[src/hdl/usart_pkg.sv]
// constants, register map and carrier types for the synchronous usart block
//
// Function
// software enables async nine-bit address-detect reception
// address detect drops data bytes from buffer
// software clears address detect once addressed
// receive completion sets flag; interrupt needs enable
// software reads status before received byte
// errors cleared when continuous receive cleared; code clears only overrun, framing follows the queued word
// sync mode bit4 tx; port enable bit7
// master mode is half duplex
// clock source bit7 selects master clock drive
// shifter loads only after last bit sent
// buffer to shifter one cycle, sets flag
// empty flag ignores enable; cleared by write
// shifter empty bit read-only, no interrupt
// transmission starts on rising clock after data
// data stable around falling shift clock edge
// baud generator reset while all enables clear
// buffer-then-enable starts; back-to-back supported
// clearing transmit enable aborts, releases pins
// receive enable aborts tx, releases data line
// single receive self-clears, transmit resumes
// ninth bit copied at moment of transfer
// software sequence for master transmission setup
// receive buffer is two-deep queue
// ninth bit set marks an address byte
package usart_pkg;
  // register offsets
  localparam logic [7:0] addr_interrupt_control = 8'h0b;
  localparam logic [7:0] addr_peripheral_flags  = 8'h0c;
  localparam logic [7:0] addr_receive_status    = 8'h18;
  localparam logic [7:0] addr_transmit_buffer   = 8'h19;
  localparam logic [7:0] addr_receive_buffer    = 8'h1a;
  localparam logic [7:0] addr_peripheral_enable = 8'h8c;
  localparam logic [7:0] addr_transmit_status   = 8'h98;
  localparam logic [7:0] addr_baud_divisor      = 8'h99;
  // transmit_status_control fields
  localparam int tsc_clock_source_master  = 7;
  localparam int tsc_transmit_ninth_enable = 6;
  localparam int tsc_transmit_enable      = 5;
  localparam int tsc_clocked_mode_select  = 4;
  localparam int tsc_high_speed_baud      = 2;
  localparam int tsc_shift_register_empty = 1;
  localparam int tsc_transmit_ninth_value = 0;
  // receive_status_control fields
  localparam int rsc_port_enable          = 7;
  localparam int rsc_receive_ninth_enable = 6;
  localparam int rsc_single_receive       = 5;
  localparam int rsc_continuous_receive   = 4;
  localparam int rsc_address_detect       = 3;
  localparam int rsc_framing_error        = 2;
  localparam int rsc_overrun_error        = 1;
  localparam int rsc_receive_ninth_value  = 0;
  // flag and enable positions
  localparam int pf_receive_ready         = 5;
  localparam int pf_transmit_empty        = 4;
  localparam int ic_global_irq_enable     = 7;
  localparam int ic_peripheral_irq_enable = 6;
  // reset values
  localparam logic [7:0] reset_transmit_status = 8'h02;
  localparam logic [7:0] reset_zero            = 8'h00;
  // writable masks
  localparam logic [7:0] mask_transmit_status  = 8'hf5;
  localparam logic [7:0] mask_receive_status   = 8'hf8;
  // bits per word without ninth bit
  localparam logic [3:0] word_bits             = 4'h8;
  // one received word with its status
  typedef struct packed {
    logic       ninth;
    logic       framing;
    logic [7:0] data;
  } rx_word_type;
  // register bus request
  typedef struct packed {
    logic [7:0] addr;
    logic [7:0] wdata;
    logic       wr;
    logic       rd;
  } bus_req_type;
endpackage : usart_pkg

[src/hdl/usart_sync.sv]
// synchronous master transmitter with address-detect receive path
//
// Strobed register access was chosen for this implementation.
`timescale 1ns/10ps
`default_nettype none
module usart_sync
  import usart_pkg::*;
#(
  parameter int depth = 2                         // receive queue depth
)(
  input  wire logic                  clk_i,       // 100 mhz core clock
  input  wire logic                  rst_i,       // synchronous reset
  input  wire usart_pkg::bus_req_type bus_i,      // register request
  output logic [7:0]                 rdata_o,     // read data, next cycle
  input  wire logic                  rx_valid_i,  // async receiver word done
  input  wire usart_pkg::rx_word_type rx_word_i,  // async received word
  input  wire logic                  clk_line_i,  // shift clock pin in
  output logic                       clk_line_o,  // shift clock pin out
  output logic                       clk_line_oe_o, // shift clock drive
  input  wire logic                  data_line_i, // shift data pin in
  output logic                       data_line_o, // shift data pin out
  output logic                       data_line_oe_o, // shift data drive
  output logic                       irq_o        // interrupt request
);
  import usart_pkg::*;

  // register storage
  logic [7:0] tsc_reg;          // transmit_status_control writable part
  logic [7:0] rsc_reg;          // receive_status_control writable part
  logic [7:0] ic_reg;           // interrupt_control
  logic [7:0] pe_reg;           // peripheral_enables
  logic [7:0] baud_reg;         // baud_divisor
  logic [7:0] txbuf_reg;        // transmit_buffer
  logic       tx_empty_reg;     // transmit_buffer_empty_flag
  logic       overrun_reg;      // overrun error
  logic [7:0] rdata_reg;        // registered read data
  // transmitter
  logic [8:0] tsr_reg;          // transmit_shifter
  logic [3:0] bits_reg;         // bits left in shifter
  logic       tsr_full_reg;     // shifter busy
  logic       tx_started_reg;   // first bit of the word is on the line
  // baud generator and clock line
  logic [7:0] brg_reg;          // divider counter
  logic       sck_reg;          // internal shift clock level
  // receive queue
  rx_word_type q_mem [depth];   // queued words
  logic [1:0] q_cnt_reg;        // words held
  logic       q_rd_reg;         // read pointer
  logic       q_wr_reg;         // write pointer
  // pin synchronisers
  logic [1:0] ck_sync_reg;      // clock pin sync chain
  logic [1:0] dt_sync_reg;      // data pin sync chain
  logic       ck_seen_reg;      // last synced clock level

  // field decode
  wire sync_mode  = tsc_reg[tsc_clocked_mode_select];
  wire port_en    = rsc_reg[rsc_port_enable];
  wire master     = tsc_reg[tsc_clock_source_master];
  wire tx_en      = tsc_reg[tsc_transmit_enable];
  wire ninth_en   = tsc_reg[tsc_transmit_ninth_enable];
  wire continuous_receive_enable       = rsc_reg[rsc_continuous_receive];
  wire single_receive_enable       = rsc_reg[rsc_single_receive];
  wire rx_on      = continuous_receive_enable | single_receive_enable;
  wire addr_det   = rsc_reg[rsc_address_detect];
  wire brg_run    = tx_en | rx_on;
  wire tx_active  = sync_mode & port_en & tx_en & ~rx_on;
  wire brg_tick   = brg_run & (brg_reg == baud_reg);
  wire sck_rise   = brg_tick & ~sck_reg;
  wire sck_fall   = brg_tick & sck_reg;
  wire wr_txbuf   = bus_i.wr & (bus_i.addr == addr_transmit_buffer);
  wire rd_rxbuf   = bus_i.rd & (bus_i.addr == addr_receive_buffer);
  wire q_empty    = (q_cnt_reg == 2'h0);
  wire q_full     = (q_cnt_reg == 2'(depth));
  // load shifter when it is empty and a word waits
  wire tsr_load   = tx_en & ~tsr_full_reg & ~tx_empty_reg;
  // shift out one bit per rising edge while transmitting
  wire tsr_shift  = tsr_full_reg & tx_active & sck_rise;
  // a rising edge with bits left puts the next one out
  wire bit_out    = tsr_shift & (bits_reg != 4'h0);
  // the rising edge after the last bit ends the word, so the last bit
  // is still driven around its falling edge
  wire tsr_last   = tsr_shift & (bits_reg == 4'h0);
  // address detect filter: ninth bit set means address
  wire rx_accept  = rx_valid_i & ~sync_mode & port_en & continuous_receive_enable & ~overrun_reg
                  & (~addr_det | rx_word_i.ninth);
  wire q_push     = rx_accept & ~q_full;
  wire q_pop      = rd_rxbuf & ~q_empty;
  wire rx_ready   = ~q_empty;
  rx_word_type q_head;
  assign q_head   = q_mem[q_rd_reg];

  // read mux
  logic [7:0] rd_mux;
  always_comb
  begin
    case (bus_i.addr)
      addr_interrupt_control: rd_mux = ic_reg;
      addr_peripheral_flags:  rd_mux = {2'b00, rx_ready, tx_empty_reg, 4'h0};
      addr_receive_status:    rd_mux = {rsc_reg[7:3], q_head.framing & rx_ready,
                                        overrun_reg, q_head.ninth & rx_ready};
      addr_transmit_buffer:   rd_mux = txbuf_reg;
      addr_receive_buffer:    rd_mux = rx_ready ? q_head.data : 8'h00;
      addr_peripheral_enable: rd_mux = pe_reg;
      addr_transmit_status:   rd_mux = {tsc_reg[7:2], ~tsr_full_reg,
                                        tsc_reg[0]};
      addr_baud_divisor:      rd_mux = baud_reg;
      default:                rd_mux = 8'h00;
    endcase
  end

  // register writes and read data
  always_ff @(posedge clk_i)
  begin
    if (rst_i)
    begin
      tsc_reg   <= reset_transmit_status & mask_transmit_status;
      rsc_reg   <= reset_zero;
      ic_reg    <= reset_zero;
      pe_reg    <= reset_zero;
      baud_reg  <= reset_zero;
      txbuf_reg <= reset_zero;
      rdata_reg <= reset_zero;
    end
    else
    begin
      rdata_reg <= bus_i.rd ? rd_mux : 8'h00;
      if (bus_i.wr)
      begin
        case (bus_i.addr)
          addr_interrupt_control: ic_reg    <= bus_i.wdata;
          addr_receive_status:    rsc_reg   <= bus_i.wdata & mask_receive_status;
          addr_transmit_buffer:   txbuf_reg <= bus_i.wdata;
          addr_peripheral_enable: pe_reg    <= bus_i.wdata;
          addr_transmit_status:   tsc_reg   <= bus_i.wdata & mask_transmit_status;
          addr_baud_divisor:      baud_reg  <= bus_i.wdata;
          default:                ;
        endcase
      end
      // single receive self-clears after its word in sync mode
      if (sync_mode & single_receive_enable & ~continuous_receive_enable & rx_valid_i)
        rsc_reg[rsc_single_receive] <= 1'b0;
    end
  end

  // transmit buffer empty flag: write clears, transfer sets
  always_ff @(posedge clk_i)
  begin
    if (rst_i)
      tx_empty_reg <= 1'b1;
    else if (tsr_load)
      tx_empty_reg <= 1'b1;
    else if (wr_txbuf)
      tx_empty_reg <= 1'b0;
  end

  // transmit shifter
  always_ff @(posedge clk_i)
  begin
    if (rst_i | ~tx_en)
    begin
      tsr_reg        <= 9'h000;
      bits_reg       <= 4'h0;
      tsr_full_reg   <= 1'b0;
      tx_started_reg <= 1'b0;
    end
    else if (tsr_load)
    begin
      tsr_reg        <= {tsc_reg[tsc_transmit_ninth_value], txbuf_reg};
      bits_reg       <= word_bits + {3'h0, ninth_en};
      tsr_full_reg   <= 1'b1;
      tx_started_reg <= 1'b0;
    end
    else if (tsr_last)
    begin
      // word done, shifter free for the next load
      tsr_full_reg   <= 1'b0;
      tx_started_reg <= 1'b0;
    end
    else if (bit_out)
    begin
      tsr_reg        <= {1'b0, tsr_reg[8:1]};
      bits_reg       <= bits_reg - 4'h1;
      tx_started_reg <= 1'b1;
    end
  end

  // baud generator, held in reset while no enable is set
  always_ff @(posedge clk_i)
  begin
    if (rst_i | ~brg_run)
    begin
      brg_reg <= 8'h00;
      sck_reg <= 1'b0;
    end
    else if (brg_tick)
    begin
      brg_reg <= 8'h00;
      sck_reg <= ~sck_reg;
    end
    else
      brg_reg <= brg_reg + 8'h01;
  end

  // data line bit change on rising edge, held through falling
  always_ff @(posedge clk_i)
  begin
    if (rst_i)
      data_line_o <= 1'b0;
    else if (bit_out)
      data_line_o <= tsr_reg[0];
  end

  // receive queue, two deep
  always_ff @(posedge clk_i)
  begin
    if (rst_i)
    begin
      q_cnt_reg <= 2'h0;
      q_rd_reg  <= 1'b0;
      q_wr_reg  <= 1'b0;
    end
    else
    begin
      if (q_push)
      begin
        q_mem[q_wr_reg] <= rx_word_i;
        q_wr_reg        <= ~q_wr_reg;
      end
      if (q_pop)
        q_rd_reg <= ~q_rd_reg;
      q_cnt_reg <= q_cnt_reg + {1'b0, q_push} - {1'b0, q_pop};
    end
  end

  // overrun error, cleared by dropping continuous receive
  always_ff @(posedge clk_i)
  begin
    if (rst_i)
      overrun_reg <= 1'b0;
    else if (rx_accept & q_full)
      overrun_reg <= 1'b1;
    else if (~continuous_receive_enable)
      overrun_reg <= 1'b0;
  end

  // pin synchronisers, only the second stage is read
  always_ff @(posedge clk_i)
  begin
    if (rst_i)
    begin
      ck_sync_reg <= 2'b00;
      dt_sync_reg <= 2'b00;
      ck_seen_reg <= 1'b0;
    end
    else
    begin
      ck_sync_reg <= {ck_sync_reg[0], clk_line_i};
      dt_sync_reg <= {dt_sync_reg[0], data_line_i};
      ck_seen_reg <= ck_sync_reg[1];
    end
  end

  // pin drive
  assign clk_line_o     = sck_reg;
  assign clk_line_oe_o  = sync_mode & port_en & master & brg_run;
  // drive only from the first bit on, so no stale level meets a falling edge
  assign data_line_oe_o = tx_active & tsr_full_reg & tx_started_reg;
  assign rdata_o        = rdata_reg;
  // interrupt gating
  assign irq_o = ic_reg[ic_global_irq_enable] & ic_reg[ic_peripheral_irq_enable]
               & ((rx_ready & pe_reg[pf_receive_ready])
               |  (tx_empty_reg & pe_reg[pf_transmit_empty]));
endmodule : usart_sync
`default_nettype wire

[config.mk]
export PLATFORM = sky130hd
export DESIGN_NAME = usart_sync
export DESIGN_NICKNAME = d
export VERILOG_FILES = /design/src/hdl/usart_pkg.sv /design/src/hdl/usart_sync.sv
export SDC_FILE = /design/constraint.sdc
export NUM_CORES = 1
export LEC_CHECK = 0
export BUFFER_PORTS_ARGS = -buffer_cell sky130_fd_sc_hd__buf_2
export CORE_MARGIN = 1
export CORE_UTILIZATION = 45
export CTS_CLUSTER_SIZE = 25
export DETAILED_ROUTE_END_ITERATION = 10
export PLACE_DENSITY = 0.66
export SYNTH_ARGS = -nofsm -noshare
export SYNTH_HDL_FRONTEND = slang
export SYNTH_SLANG_ARGS = --single-unit
export TNS_END_PERCENT = 5
[constraint.sdc]
create_clock -name clk_i -period 2.2 [get_ports clk_i]
set_clock_uncertainty 0.2 [all_clocks]
set_input_delay 0.11 -clock clk_i [delete_from_list [all_inputs] [get_ports clk_i]]
set_output_delay 0.11 -clock clk_i [all_outputs]
set_load 0.02 [all_outputs]
# Word-level counts from Yosys, hierarchy flattened
# Memories as Yosys holds them, arrays and structs flattened. A register that Yosys moved wholly into a read port is not among the register bits.
# Cells that the tools add are included.
dict set report word_totals {
  regBits 82
  wordCells 126
  inputBits 33
  output_inout_bits 13
  latch_bits 0
  memories 1
  ram_bits 20
  rom_bits 0
}
# name depth width read_ports rd_clocked_by_memory_dff wr line
set mem_list {}
lappend mem_list {q_mem 2 10 1 1 1 usart_sync.sv:46} ;# rx_word_type q_mem [depth];
dict set report classes {
  div 0
  n_lt_le_gt_ge 0
  n_bitwise 54
  muxes 17
  multipliers 0
  shift 0
  add_sub_neg 5
  n_reduce_logical 17
  n_eq_ne 12
}
# operator count
set op_table {}
lappend op_table {{one-hot mux 8 bit (8 select lines)} 1}
lappend op_table {{AND 1 bit} 33}
lappend op_table {{2-to-1 mux 9 bit} 3}
lappend op_table {{equality test 8 x 5 -> 1 bit (second input constant)} 3}
lappend op_table {{equality test 8 bit (second input constant)} 3}
lappend op_table {{equality test 8 x 4 -> 1 bit (second input constant)} 2}
lappend op_table {{inverter 1 bit} 15}
lappend op_table {{AND reduction 2 bit} 7}
lappend op_table {{2-to-1 mux 4 bit} 3}
lappend op_table {{2-to-1 mux 1 bit} 9}
lappend op_table {{adder 8 x 1 -> 8 bit (second input constant)} 1}
lappend op_table {{equality test 8 bit} 1}
lappend op_table {{2-to-1 mux 8 bit} 1}
lappend op_table {{OR reduction 2 bit} 4}
lappend op_table {{OR 1 bit} 6}
lappend op_table {{adder 4 x 1 -> 4 bit (first input constant)} 1}
lappend op_table {{logical NOT 4 bit} 1}
lappend op_table {{nonzero test 2 bit} 2}
lappend op_table {{nonzero test 4 bit} 1}
lappend op_table {{subtractor 4 x 1 -> 4 bit (second input constant)} 1}
lappend op_table {{OR reduction 3 bit} 1}
lappend op_table {{adder 2 x 1 -> 2 bit} 1}
lappend op_table {{equality test 2 bit (second input constant)} 1}
lappend op_table {{logical NOT 2 bit} 1}
lappend op_table {{3 further kinds} 3}

# Longest topological paths before layout
dict set report logic_depth {
  word_depth 10
  ltp_mapped 10
  mapped_depth_nobuf 9
}

# Least setup slack after synthesis
# No wires, ideal clock.
dict set report synth_path {
  path_kind {reg2reg}
  from {reg rsc_reg[3]}
  to {mem q_mem[1][0] in the netlist's numbering, enable pin}
  setup_time_ps 392
  setup_slack_ps -75
  required_time_ps 1608
  n_path_buf 0
  stages_incl_launch_ff 5
  t_arrival_ps 1683
  synth_period_minus_slack_ps 2275
  path_cell_list {dfxtp_1 -> nor2b_1 -> nor3_1 -> nand4b_1 -> nor3b_1}
}
dict set report synth_via {
  elab_chain_len 7
}
# item line
set synth_rtl {}
lappend synth_rtl {{start: declaration} usart_sync.sv:29} ;# logic [7:0] rsc_reg;
lappend synth_rtl {{start signal: assignment} usart_sync.sv:117} ;# rsc_reg <= reset_zero;
lappend synth_rtl {{start signal: assignment} usart_sync.sv:131} ;# addr_receive_status: rsc_reg <= bus_i.wdata & mask_receive_status;
lappend synth_rtl {{inverter 1 bit} usart_sync.sv:85} ;# & (~addr_det | rx_word_i.ninth);
lappend synth_rtl {{OR 1 bit} usart_sync.sv:85}
lappend synth_rtl {{AND 1 bit} usart_sync.sv:85}
lappend synth_rtl {{AND 1 bit} usart_sync.sv:86} ;# wire q_push = rx_accept & ~q_full;
lappend synth_rtl {{2-to-1 mux 1 bit} usart_sync.sv:224} ;# if (q_push)
lappend synth_rtl {{2-to-1 mux 1 bit} usart_sync.sv:216} ;# if (rst_i)
lappend synth_rtl {{2-to-1 mux 1 bit (implied by the code)} usart_sync.sv:226} ;# q_mem[q_wr_reg] <= rx_word_i;
lappend synth_rtl {{end: declaration} usart_sync.sv:46}
# Every way passes these cells.

# Worst setup path after layout
dict set report layout_path {
  from {reg bits_reg[0]}
  to {reg tsr_reg[1]}
}
dict set report layout_via {
  elab_chain_len 4
  elab_cells_between_ends 7
  classes_between {1 x eq/ne; 2 x bitwise; 4 x reduce/logical}
}
# item line
set layout_rtl {}
lappend layout_rtl {{start: declaration} usart_sync.sv:39} ;# logic [3:0] bits_reg;
lappend layout_rtl {{start signal: assignment} usart_sync.sv:169} ;# bits_reg <= word_bits + {3'h0, ninth_en};
lappend layout_rtl {{start signal: assignment} usart_sync.sv:182} ;# bits_reg <= bits_reg - 4'h1;
lappend layout_rtl {{logical NOT 4 bit / nonzero test 4 bit (equally long branches)} {usart_sync.sv:82, usart_sync.sv:79}}
lappend layout_rtl {{AND 1 bit, on equally long branches} {usart_sync.sv:82, usart_sync.sv:79}}
lappend layout_rtl {{!= test 2 bit (no source line) / nonzero test 2 bit (equally long branches)} -}
lappend layout_rtl {{AND reduction 2 bit (no source line) (*)} -}
lappend layout_rtl {{end signal: assignment} usart_sync.sv:168} ;# tsr_reg <= {tsc_reg[tsc_transmit_ninth_value], txbuf_reg};
lappend layout_rtl {{end signal: assignment} usart_sync.sv:181} ;# tsr_reg <= {1'b0, tsr_reg[8:1]};
lappend layout_rtl {{end: declaration} usart_sync.sv:38} ;# logic [8:0] tsr_reg;
# Mark *: on every way between the ends. The rest lies on a longest branch, timed or not.
# A chain may end at the register's enable or synchronous reset.

==> reports/metrics.cfg <==
[final_layout]
ff_latch_area_um2 = 2260
syn2layout_area_growth_pct = 19.1
largest_reg_flops = 20
utilization_pct = 56.0
antennaDiodeCount = 0
final_nets = 577
multi_input_area_um2 = 2250
drive_gt1_share_pct = 22.8
n_fill_cell = 881

[routing]
dr.pass1.iters = 5
remaining_drc_errors = 0
final_antenna_net_count = 0
num_vias = 3687
drtIter0Drc = 167
routed_wl_um = 11100
routedWlPerCell_um = 16.4
viasPerCell = 5.45

[setup_path]
path_buf_inv = 1
cp-start-kind = register
cp_cell_sequence = inv_1 -> ha_1 -> or3b_2 -> nor2b_1 -> nand4_1 -> nand2_2 -> mux2i_1
crit_type = register to register
worstPathRequired_ns = 2.25
end_kind = register
slowest_delay_ns = 0.49
crit_path_max_fanout = 8
crit_family = simple AND/OR/NAND/NOR gates
arrival_ns = 2.13
crit_path_top_delay_cell = or3b_2

[placed_design]
preCtsSetupSlack_ns = -0.0866
gp_congestion = 0.796
dp_hpwl_um = 8190
port_buffers = 43

[global_routing]
grt_pass1_wl_um = 17800
grt_pass1_vias = 3604
antenna_found_initial = 0
grt_max_degree = 25
track_usage_pct = 22.2
grt-ovfl-total = 0

[sta]
rsz0062_at_grt = no
setup_slack_ns = 0.121
hold_viol_final = 0
fmax_mhz = 481
drv_slew = 0
period_minus_slack_ns = 2.08
min_period_over_period_pct = 94.5
tightestPinTransition_ns = 0.494
setup_viol = 0
max_slew_margin_pct = 67.0

[cts]
cts-root-buf = clkbuf_8
clockBufferDepth = 2
h-tree-depth = 3
cts_sinks = 103
cts_setup_buffers = 0
numCtsBuffers = 9
cts_tree = yes
clk_latency_ns = 0.37
clk_pin_slew_ns = 0.10

[die]
coreArea_um2 = 9860
die_x_um = 103
start_util_pct = 47.0
dieArea_um2 = 10700
rows = 36
die_h_um = 103
ioPinCount = 46

[logic_synthesis]
synth.cell_area_um2 = 4630
yosys_warnings = 0
synth.yosys.seq_area_share_pct = 48.8
synthTopCellsByArea = dfxtp_1 (36%), edfxtp_1 (13%), mux2i_1 (8.2%)
synthFlopType = dfxtp_1
synthArstFlopShare_pct = 0
synth_edf_count = 20
ys_ff_latch = 103
synth.largest_area_cell = dfxtp_1
synth_fp_nets = 499
syn_inst = 461
synth.distinct_cells = 57
syn-mean-instance-area_um2 = 10.1
yosys.area.top_type_share_pct = 35.9

[outcome]
status = finished, final reports clean

[power]
power.density_nw_per_um2 = 578
vdd_drop_max_mv = 0.265
p_leak_nw = 2.24

[min_path]
worstHoldPathType = input pin to register

[flow_run]
max-cap-violations = 0

cell families (layout without fill, tap and decap cells):
logic type	count (synthesis)	count (layout)	share of synthesized area [%]
mux	60	60	14.8
simple gates	183	183	19.7
fa+ha+maj	5	5	1.35
compound gates	58	58	8.75
buf+inv	32	115	2.89
xor+xnor	20	20	3.78
flops	103	103	48.8
tightest hold or removal path, cell delays in order:
cell and delay, ns:
buf_2 0.10, inv_1 0.08, a311o_4 0.21, a21oi_2 0.04
per-layer routing:
layer | vias to the layer above | GRT usage [%] | routed length (um)
met2 | 106 | 37.0 | 5290
li1 | 1790 | - | -
met1 | 1774 | 29.1 | 5140
met5 | - | 0 | 0
met3 | 17 | 3.70 | 502
met4 | 0 | 7.58 | 199
cell usage in the layout, fill, tap and decap left out, drive strengths merged, types with 3 or more instances in the layout:
| cell | instances |
|---|---|
| dfxtp | 83 |
| buf | 68 |
| nand2 | 59 |
| nor2 | 45 |
| mux2i | 38 |
| a21oi | 29 |
| nand3 | 24 |
| dlygate4sd3 | 23 |
| edfxtp | 20 |
| mux2 | 17 |
| xor2 | 15 |
| inv | 11 |
| nor3 | 11 |
| clkbuf | 9 |
| nor2b | 7 |
| mux4 | 5 |
| a22oi | 5 |
| xnor2 | 5 |
| ha | 5 |
| and3 | 5 |
| nor4 | 4 |
| nor3b | 4 |
| o21ai | 4 |
| a31oi | 4 |
| clkinv | 4 |
| nand4b | 3 |
| nand2b | 3 |
cell usage after synthesis (all sizes together), types with 7 or more instances:
library cell,n
buf,10
nor2b,7
a21oi,29
inv,8
xor2,15
nor3,11
nand2,59
mux2i,38
nor2,45
dfxtp,83
edfxtp,20
clkbuf,14
mux2,17
nand3,24
layout make-up:
type | count | share of cell area (%)
sequential | 103 | 41.0
inverter | 8 | 0.544
timing repair buffer | 91 | 11.5
clock inverter | 7 | 0.997
clock buffer | 9 | 2.24
tap | 133 | 3.01
multi-input combinational | 326 | 40.8
stage by stage:
stage          cells  hold slack (ns)  setup TNS, ns  cell area, um2  total power, mW
3_3_place_gp     638           0.0978        -0.0510            5100             2.09
4_1_cts          677           0.0226              0            5510             3.21
2_1_floorplan    461          0.00887         -0.128            4640             2.02
6_report         677           0.0198              0            5520             3.19
3_5_place_dp     638            0.101        -0.0866            5100             2.09
5_1_grt          677           0.0484              0            5520             3.30
power breakdown:
| group | internal [mW] | total [mW] | switching, mW |
|---|---|---|---|
| Clock | 0.426 | 1.11 | 0.681 |
| Sequential | 1.92 | 1.92 | 0.00103 |
| Combinational | 0.0714 | 0.160 | 0.0885 |
| Total | 2.42 | 3.19 | 0.771 |
final timing paths:
kind,slack [ns],start,endpoint,depth (start not counted)
worst max-delay path,0.12,bits_reg[0],tsr_reg[1],7
worst min-delay path,0.02,bus_i[0],rdata_o[2],4
worst max register to register,0.12,bits_reg[0],tsr_reg[1],7
worst min register to register,0.26,ic_reg[4],ic_reg[4],2
timing repair:
item,in CTS,in global routing
resized for setup,0,2
endpoints found under the setup margin,0,2
hold buffers,23,0
hold endpoints to repair,63,0
Power figures use the tool's default switching activity.
